### config.mk
export PLATFORM = sky130hd
export DESIGN_NAME = cadc_readout
export DESIGN_NICKNAME = d
export VERILOG_FILES = /design/src/verilog/cadc_conv_timer.v /design/src/verilog/cadc_readout.v
export VERILOG_INCLUDE_DIRS = /design/src /design/src/verilog
export SDC_FILE = /design/constraint.sdc
export NUM_CORES = 1
export LEC_CHECK = 0
export ABC_AREA = 1
export ABC_CLOCK_PERIOD_IN_PS = 3350
export BUFFER_PORTS_ARGS = -buffer_cell sky130_fd_sc_hd__buf_2
export CAP_MARGIN = 20
export CORE_ASPECT_RATIO = 1.1
export CORE_MARGIN = 8
export CORE_UTILIZATION = 28
export CTS_CLUSTER_SIZE = 14
export DETAILED_ROUTE_END_ITERATION = 10
export PLACE_DENSITY_LB_ADDON = 0.3
export RECOVER_POWER = 50
export SLEW_MARGIN = 20
export SYNTH_ARGS = -nofsm -noshare
export SYNTH_HDL_FRONTEND = slang
export SYNTH_HIERARCHICAL = 1
export SYNTH_SLANG_ARGS = --single-unit
### constraint.sdc
create_clock -name core_clk -period 3.35 [get_ports core_clk]
set_input_delay 0 -clock core_clk [delete_from_list [all_inputs] [get_ports core_clk]]
set_output_delay 0 -clock core_clk [all_outputs]
set_load 0.1 [all_outputs]
### src/verilog/cadc_regs.vh
// Constants for the converter control and serial readout block
`ifndef CADC_REGS_VH
`define CADC_REGS_VH

// Core clock rate
`define CADC_CLK_MHZ 100

// Conversion time limits in ns
`define CADC_TCONV_MIN_NS 300
`define CADC_TCONV_MAX_NS 700

// Conversion time limits in core cycles, min rounds up, max rounds down
`define CADC_TCONV_MIN_CYC ((`CADC_TCONV_MIN_NS * `CADC_CLK_MHZ + 999) / 1000)
`define CADC_TCONV_MAX_CYC ((`CADC_TCONV_MAX_NS * `CADC_CLK_MHZ) / 1000)

// Result width and serial frame lengths
`define CADC_DATA_W 16
`define CADC_FRAME_W 17
`define CADC_EDGES_PLAIN 5'h10
`define CADC_EDGES_BUSY 5'h11

// Busy indicator level
`define CADC_BUSY_LEVEL 1'h0

// Conversion timer width and jitter seed
`define CADC_CNT_W 10
`define CADC_LFSR_SEED 8'hA5

// Pin bit positions in the synchroniser vectors
`define CADC_PIN_TRIG 0
`define CADC_PIN_MODE 1
`define CADC_PIN_SCLK 2

`endif

### src/verilog/cadc_conv_timer.v
// Conversion timer with a varying duration between two limits
`timescale 1ns/10ps
`include "cadc_regs.vh"

module cadc_conv_timer #(
  parameter CNT_W = `CADC_CNT_W,
  parameter [CNT_W-1:0] MIN_CYCLES = `CADC_TCONV_MIN_CYC,
  parameter [CNT_W-1:0] MAX_CYCLES = `CADC_TCONV_MAX_CYC
) (
  // Clock and reset
  input wire core_clk,
  input wire reset,
  // Control
  input wire start,
  // Status
  output wire running,
  output wire done
);

  reg run_reg;
  reg [CNT_W-1:0] count_reg;
  reg [CNT_W-1:0] target_reg;
  reg [7:0] lfsr_reg;
  wire [CNT_W-1:0] jitter;
  wire [CNT_W-1:0] sum;
  wire [CNT_W-1:0] target_next;

  // Length varies per sample, clipped into the limits
  assign jitter = {{(CNT_W-4){1'b0}}, lfsr_reg[3:0]};
  assign sum = MIN_CYCLES + jitter;
  assign target_next = (sum > MAX_CYCLES) ? MAX_CYCLES : sum;
  assign running = run_reg;
  assign done = run_reg && (count_reg == target_reg);

  // Free running pseudo random source
  always @(posedge core_clk or posedge reset) begin
    if (reset) begin
      lfsr_reg <= `CADC_LFSR_SEED;
    end else begin
      lfsr_reg <= {lfsr_reg[6:0], lfsr_reg[7] ^ lfsr_reg[5] ^ lfsr_reg[4] ^ lfsr_reg[3]};
    end
  end

  // Internal clock counting of the conversion
  always @(posedge core_clk or posedge reset) begin
    if (reset) begin
      run_reg <= 1'b0;
      count_reg <= {CNT_W{1'b0}};
      target_reg <= MIN_CYCLES;
    end else if (start && !run_reg) begin
      run_reg <= 1'b1;
      count_reg <= {{(CNT_W-1){1'b0}}, 1'b1};
      target_reg <= target_next;
    end else if (done) begin
      run_reg <= 1'b0;
      count_reg <= {CNT_W{1'b0}};
    end else if (run_reg) begin
      count_reg <= count_reg + {{(CNT_W-1){1'b0}}, 1'b1};
    end
  end

endmodule

### src/verilog/cadc_readout.v
// Conversion control and serial result readout, chip-select interface family
//
// How it works
// - Internal clock times conversion; serial clock reads
// - Conversion length stays within both time limits
// - Result is unsigned straight binary sixteen bits
// - Trigger rise with mode input high: chip-select
// - Mode low or tied to trigger: daisy-chain
// - Optional low busy bit precedes the result
// - Trigger rise floats output, samples, starts converting
// - Running conversion ignores later trigger levels
// - Trigger or mode level at conversion end selects busy bit
// - Trigger fall after conversion drives the MSB
// - Float at sixteenth clock fall or trigger rise
// - Busy mode: end drives busy bit, then MSB first
// - Busy float at seventeenth clock fall or trigger rise
// - Four-wire: mode input fall drives the MSB
// - Four-wire float at mode rise or last fall
// - Bits change at serial clock fall, hold across the rise
`timescale 1ns/10ps
`include "cadc_regs.vh"

module cadc_readout #(
  parameter DATA_W = `CADC_DATA_W,
  parameter FRAME_W = `CADC_FRAME_W,
  parameter CNT_W = `CADC_CNT_W,
  parameter [CNT_W-1:0] MIN_CYCLES = `CADC_TCONV_MIN_CYC,
  parameter [CNT_W-1:0] MAX_CYCLES = `CADC_TCONV_MAX_CYC
) (
  // Clock and reset
  input wire core_clk,
  input wire reset,
  // Device pins
  input wire conversion_trigger,
  input wire mode_select,
  input wire serial_clk,
  output wire serial_out,
  output wire serial_out_oe_n,
  // Quantizer side
  input wire [DATA_W-1:0] quantizer_code,
  output wire sample_hold,
  // Status
  output wire chip_select_mode,
  output wire daisy_chain_mode,
  output wire busy_bit_armed,
  output wire converting,
  output wire acquisition_power_down,
  output wire [DATA_W-1:0] last_result
);

  localparam ST_IDLE = 4'h1;
  localparam ST_CONV = 4'h2;
  localparam ST_READY = 4'h4;
  localparam ST_SHIFT = 4'h8;

  // Edge test on synchronised pins
  function edge_seen;
    input prev;
    input now;
    input rising;
    begin
      edge_seen = rising ? (!prev && now) : (prev && !now);
    end
  endfunction

  reg [2:0] meta_reg;
  reg [2:0] sync_reg;
  reg [2:0] prev_reg;
  reg [3:0] state_reg;
  reg [3:0] state_next;
  reg cs_mode_reg;
  reg cs_mode_next;
  reg busy_reg;
  reg busy_next;
  reg [DATA_W-1:0] result_reg;
  reg [FRAME_W-1:0] shift_reg;
  reg [FRAME_W-1:0] shift_next;
  reg [4:0] edge_cnt_reg;
  reg [4:0] edge_cnt_next;
  reg oe_n_reg;
  reg oe_n_next;
  reg out_reg;
  reg sample_reg;
  reg start_conv;
  wire trig_s;
  wire mode_s;
  wire trig_rise;
  wire mode_rise;
  wire sel_fall;
  wire sclk_fall;
  wire conv_done;
  wire conv_running;
  wire [4:0] edge_limit;

  // Two stage synchronisers for all pins
  always @(posedge core_clk or posedge reset) begin
    if (reset) begin
      meta_reg <= 3'h0;
      sync_reg <= 3'h0;
      prev_reg <= 3'h0;
    end else begin
      meta_reg <= {serial_clk, mode_select, conversion_trigger};
      sync_reg <= meta_reg;
      prev_reg <= sync_reg;
    end
  end

  assign trig_s = sync_reg[`CADC_PIN_TRIG];
  assign mode_s = sync_reg[`CADC_PIN_MODE];
  assign trig_rise = edge_seen(prev_reg[`CADC_PIN_TRIG], trig_s, 1'b1);
  assign mode_rise = edge_seen(prev_reg[`CADC_PIN_MODE], mode_s, 1'b1);
  // Select is active while either trigger or mode input is low
  assign sel_fall = edge_seen(prev_reg[`CADC_PIN_TRIG] & prev_reg[`CADC_PIN_MODE],
                              trig_s & mode_s, 1'b0);
  assign sclk_fall = edge_seen(prev_reg[`CADC_PIN_SCLK], sync_reg[`CADC_PIN_SCLK], 1'b0);
  assign edge_limit = busy_reg ? `CADC_EDGES_BUSY : `CADC_EDGES_PLAIN;

  // Conversion timing
  cadc_conv_timer #(
    .CNT_W(CNT_W),
    .MIN_CYCLES(MIN_CYCLES),
    .MAX_CYCLES(MAX_CYCLES)
  ) u_timer (
    .core_clk(core_clk),
    .reset(reset),
    .start(start_conv),
    .running(conv_running),
    .done(conv_done)
  );

  // Next state and readout control
  always @* begin
    state_next = state_reg;
    cs_mode_next = cs_mode_reg;
    busy_next = busy_reg;
    shift_next = shift_reg;
    edge_cnt_next = edge_cnt_reg;
    oe_n_next = oe_n_reg;
    start_conv = 1'b0;
    case (state_reg)
      ST_IDLE: begin
        if (trig_rise) begin
          // Mode is taken from the level just before the edge
          cs_mode_next = prev_reg[`CADC_PIN_MODE];
          oe_n_next = 1'b1;
          start_conv = 1'b1;
          state_next = ST_CONV;
        end
      end
      ST_CONV: begin
        // Trigger and mode levels do not matter until the end
        if (conv_done) begin
          edge_cnt_next = 5'h00;
          if (!cs_mode_reg) begin
            busy_next = 1'b0;
            state_next = ST_IDLE;
          end else if (!trig_s || !mode_s) begin
            busy_next = 1'b1;
            shift_next = {`CADC_BUSY_LEVEL, quantizer_code};
            oe_n_next = 1'b0;
            state_next = ST_SHIFT;
          end else begin
            busy_next = 1'b0;
            shift_next = {quantizer_code, 1'b0};
            state_next = ST_READY;
          end
        end
      end
      ST_READY: begin
        if (trig_rise) begin
          cs_mode_next = prev_reg[`CADC_PIN_MODE];
          start_conv = 1'b1;
          state_next = ST_CONV;
        end else if (sel_fall) begin
          oe_n_next = 1'b0;
          state_next = ST_SHIFT;
        end
      end
      ST_SHIFT: begin
        if (trig_rise) begin
          oe_n_next = 1'b1;
          cs_mode_next = prev_reg[`CADC_PIN_MODE];
          start_conv = 1'b1;
          state_next = ST_CONV;
        end else if (mode_rise) begin
          oe_n_next = 1'b1;
          state_next = ST_IDLE;
        end else if (sclk_fall) begin
          // Bit changes only on a falling edge and holds otherwise
          shift_next = {shift_reg[FRAME_W-2:0], 1'b0};
          edge_cnt_next = edge_cnt_reg + 5'h01;
          if (edge_cnt_reg + 5'h01 == edge_limit) begin
            oe_n_next = 1'b1;
            state_next = ST_IDLE;
          end
        end
      end
      default: begin
        state_next = ST_IDLE;
        oe_n_next = 1'b1;
      end
    endcase
  end

  // Control state registers
  always @(posedge core_clk or posedge reset) begin
    if (reset) begin
      state_reg <= ST_IDLE;
      cs_mode_reg <= 1'b1;
      busy_reg <= 1'b0;
      edge_cnt_reg <= 5'h00;
      oe_n_reg <= 1'b1;
    end else begin
      state_reg <= state_next;
      cs_mode_reg <= cs_mode_next;
      busy_reg <= busy_next;
      edge_cnt_reg <= edge_cnt_next;
      oe_n_reg <= oe_n_next;
    end
  end

  // Data path registers
  always @(posedge core_clk or posedge reset) begin
    if (reset) begin
      shift_reg <= {FRAME_W{1'b0}};
      out_reg <= 1'b0;
      result_reg <= {DATA_W{1'b0}};
      sample_reg <= 1'b0;
    end else begin
      shift_reg <= shift_next;
      out_reg <= shift_next[FRAME_W-1];
      sample_reg <= start_conv;
      if (conv_done) begin
        result_reg <= quantizer_code;
      end
    end
  end

  // Pin and status outputs
  assign serial_out = out_reg;
  assign serial_out_oe_n = oe_n_reg;
  assign sample_hold = sample_reg;
  assign chip_select_mode = cs_mode_reg;
  assign daisy_chain_mode = !cs_mode_reg;
  assign busy_bit_armed = busy_reg;
  assign converting = conv_running;
  assign acquisition_power_down = !conv_running;
  assign last_result = result_reg;

endmodule

==> flow_metrics.env <==
export IMPL_syn_avg_cell_area_um2=7.884
export IMPL_drt_initial_drc_count=180
export IMPL_cp_end_kind="register"
export IMPL_pwr_share_clk=0.212
export IMPL_rows=46
export IMPL_arrival_ns=2.69
export IMPL_grt_pass1_vias=3462
export IMPL_ys_types=31
export IMPL_antenna_found_initial=0
export IMPL_grt_max_degree=35
export IMPL_swShare=0.4995
export IMPL_worst_setup_path_start_kind="register"
export IMPL_grt_busiest_layer="met2"
export IMPL_cts_post_setup_buffers_inserted=0
export IMPL_yosysMostFrequentCell="nand2_1"
export IMPL_core_area_mm2=0.01427
export IMPL_final_cells=775
export IMPL_postSynth_asyncResetShare=1.000
export IMPL_synth_seq_cells=80
export IMPL_dpl_hpwl_mm=6.827
export IMPL_finalSetupViolations=0
export IMPL_num_io_pins=45
export IMPL_fin_crit_ns=2.429
export IMPL_cp_max_fo=30
export IMPL_p_int_mw=2.356
export IMPL_dp_worst_setup_slack_ns=0.9434
export IMPL_chipWidth_um=130.5
export IMPL_viasPerCell=4.279
export IMPL_ant_nets=0
export IMPL_dr_pass1_iters=4
export IMPL_slew_violations=0
export IMPL_fin_crit_sh=0.7250
export IMPL_yosysTopAreaCellShare=0.4278
export IMPL_io_buffers=44
export IMPL_gp_congestion=0.8341
export IMPL_hold_violations=0
export IMPL_htree_num_levels=3
export IMPL_synth_edf_count=0
export IMPL_p_switching_mw=2.351
export IMPL_wl_mm=9.394
export IMPL_slew_headroom=0.1012
export IMPL_netlist_top_cells_count="175 x nand2_1, 69 x dfrtp_1, 69 x inv_1, 45 x o21ai_0, 32 x nor2_1"
export IMPL_setup_tns_ns=0
export IMPL_gr_usage_met1=0.1394
export IMPL_path_clk_slew_ns=0.06
export IMPL_max_cap_violations=0
export IMPL_cts_root_buf="clkbuf_16"
export IMPL_clkSinkCount=80
export IMPL_syn_to_final_growth_pct=21.76
export IMPL_synth_top_area_cell="dfrtp_1"
export IMPL_syn_area_mm2=0.004036
export IMPL_grt_ovfl_total=0
export IMPL_skew_ns=0.006911
export IMPL_cts_hold_buf=20
export IMPL_seqPwrFrac=0.320
export IMPL_ys_seq_area_frac=0.4994
export IMPL_worst_slew_pin_slew_ns=1.347
export IMPL_clock_path_buffers=2
export IMPL_fin_ws_ns=0.9211
export IMPL_synth_area_leaders="dfrtp_1 43%, nand2_1 16%, dfstp_2 7.2%"
export IMPL_clock_latency_ns=0.34
export IMPL_grt_met3_usage=0.02290
export IMPL_cts_tree="built"
export IMPL_powerDensity_mw_per_mm2=957.8
export IMPL_p_leak_nw=2.465
export IMPL_n_antenna_cell=0
export IMPL_grt_setup_unrepaired="false"
export IMPL_syn_inst=512
export IMPL_ys_warnings_count=6
export IMPL_critPathKind="reg -> reg"
export IMPL_cts_buffers=9
export IMPL_status="complete, no violations"
export IMPL_peakVddDrop_mv=0.7821
export IMPL_cp_required_ns=3.61
export IMPL_fmax_ghz=0.4117
export IMPL_initial_core_util=0.2828
export IMPL_ctsResizeCount=0
export IMPL_wl_per_cell_um=12.12
export IMPL_dp_cells=739
export IMPL_met2_usage=0.1771
export IMPL_grt_pass1_wl_mm=16.19
export IMPL_die_h_um=141.9
export IMPL_grt_use_total=0.1091
export IMPL_drc=0
export IMPL_p_comb_frac=0.468
export IMPL_ys_flop_type="dfrtp_1"
export IMPL_drive_gt1_frac=0.1578
export IMPL_syn_num_nets=537
export IMPL_die_area_mm2=0.01852
export IMPL_nNetsFinal=603
export IMPL_min_path_type="in -> reg"
export IMPL_vias=3316
==> final cells by class <==
type,count,area [um2]
fillers,1545,9359
repair buffers,67,415.4
inverters,77,291.5
flip-flops and latches,80,2016
multi-input cells,343,1647
clock buffers,10,239.0
clock inverters,6,66.31
well taps,192,240.2
==> per-layer routing <==
layer | vias to the layer above | part of all wire
met1 | 1530 | 0.47
met5 | - | 0
met4 | 0 | 0.019
met2 | 58 | 0.48
met3 | 12 | 0.034
li1 | 1716 | -
==> cell families after synthesis <==
family                   count (synthesis)  share of synthesized area
AND/OR/NAND/NOR                        261                     0.2765
buffers and inverters                   89                    0.09269
flip-flops                              80                     0.4994
AO/OA/AOI/OAI                           69                    0.09951
XOR/XNOR                                 9                    0.01953
adder cells (fa/ha/maj)                  4                    0.01240
==> worst max-delay path: stages, from the launching register on <==
cell and delay, ns:
dfrtp_1 0.52, nand2_1 0.11, nor2_2 0.12, nand2_1 0.07
nor2_1 0.09, nand2_1 0.08, inv_1 0.35, inv_1 0.11
nand3_1 0.16, nand2_1 0.10, inv_2 0.09, nand2_4 0.07
inv_4 0.29, nand2_1 0.12, o21ai_2 0.08
==> metrics by stage <==
step	total power [mW]	hold WS [ns]	utilization	instance area [um2]
finish	4.707	0.3223	0.3443	4915
global route	5.017	0.3288	0.3443	4915
CTS	4.789	0.3076	0.3462	4942
detailed placement	3.751	0.1120	0.3108	4437
global placement	3.721	0.1103	0.3108	4437
floorplan	3.349	0.02139	-	4036
==> worst paths after layout <==
kind                            startpoint                    end  slack, ns  cells past startpoint
min in group asynchronous            reset  u_timer/target_reg[5]       0.42                      3
min reg2reg                    meta_reg[2]            sync_reg[2]       0.34                      0
min                             serial_clk            meta_reg[2]       0.32                      2
max in group asynchronous            reset          shift_reg[13]       1.78                      4
max reg2reg                u_timer/running          shift_reg[14]       0.92                     14
max                        u_timer/running          shift_reg[14]       0.92                     14
==> power by group through the flow <==
stage | registers, mW | logic (mW) | clock network, mW
after CTS | 1.50 | 2.26 | 1.03
after global placement | 1.51 | 2.21 | 0
after floorplan | 2.41 | 0.943 | 0
after global routing | 1.55 | 2.40 | 1.07
after detailed placement | 1.52 | 2.24 | 0
final | 1.51 | 2.20 | 0.998
==> placed cells by master, fill, tap and decap left out, drive strengths merged, types with 4 or more instances in the layout <==
| master | n |
|---|---|
| a21oi | 4 |
| dlygate4sd3 | 20 |
| nand2 | 184 |
| nand3 | 25 |
| buf | 25 |
| dfrtp | 69 |
| nand4 | 6 |
| dfstp | 11 |
| clkbuf | 32 |
| inv | 78 |
| xnor2 | 4 |
| o21ai | 64 |
| xor2 | 5 |
| nor2 | 41 |
| ha | 4 |
No activity file was read; power rests on OpenSTA's default activity.
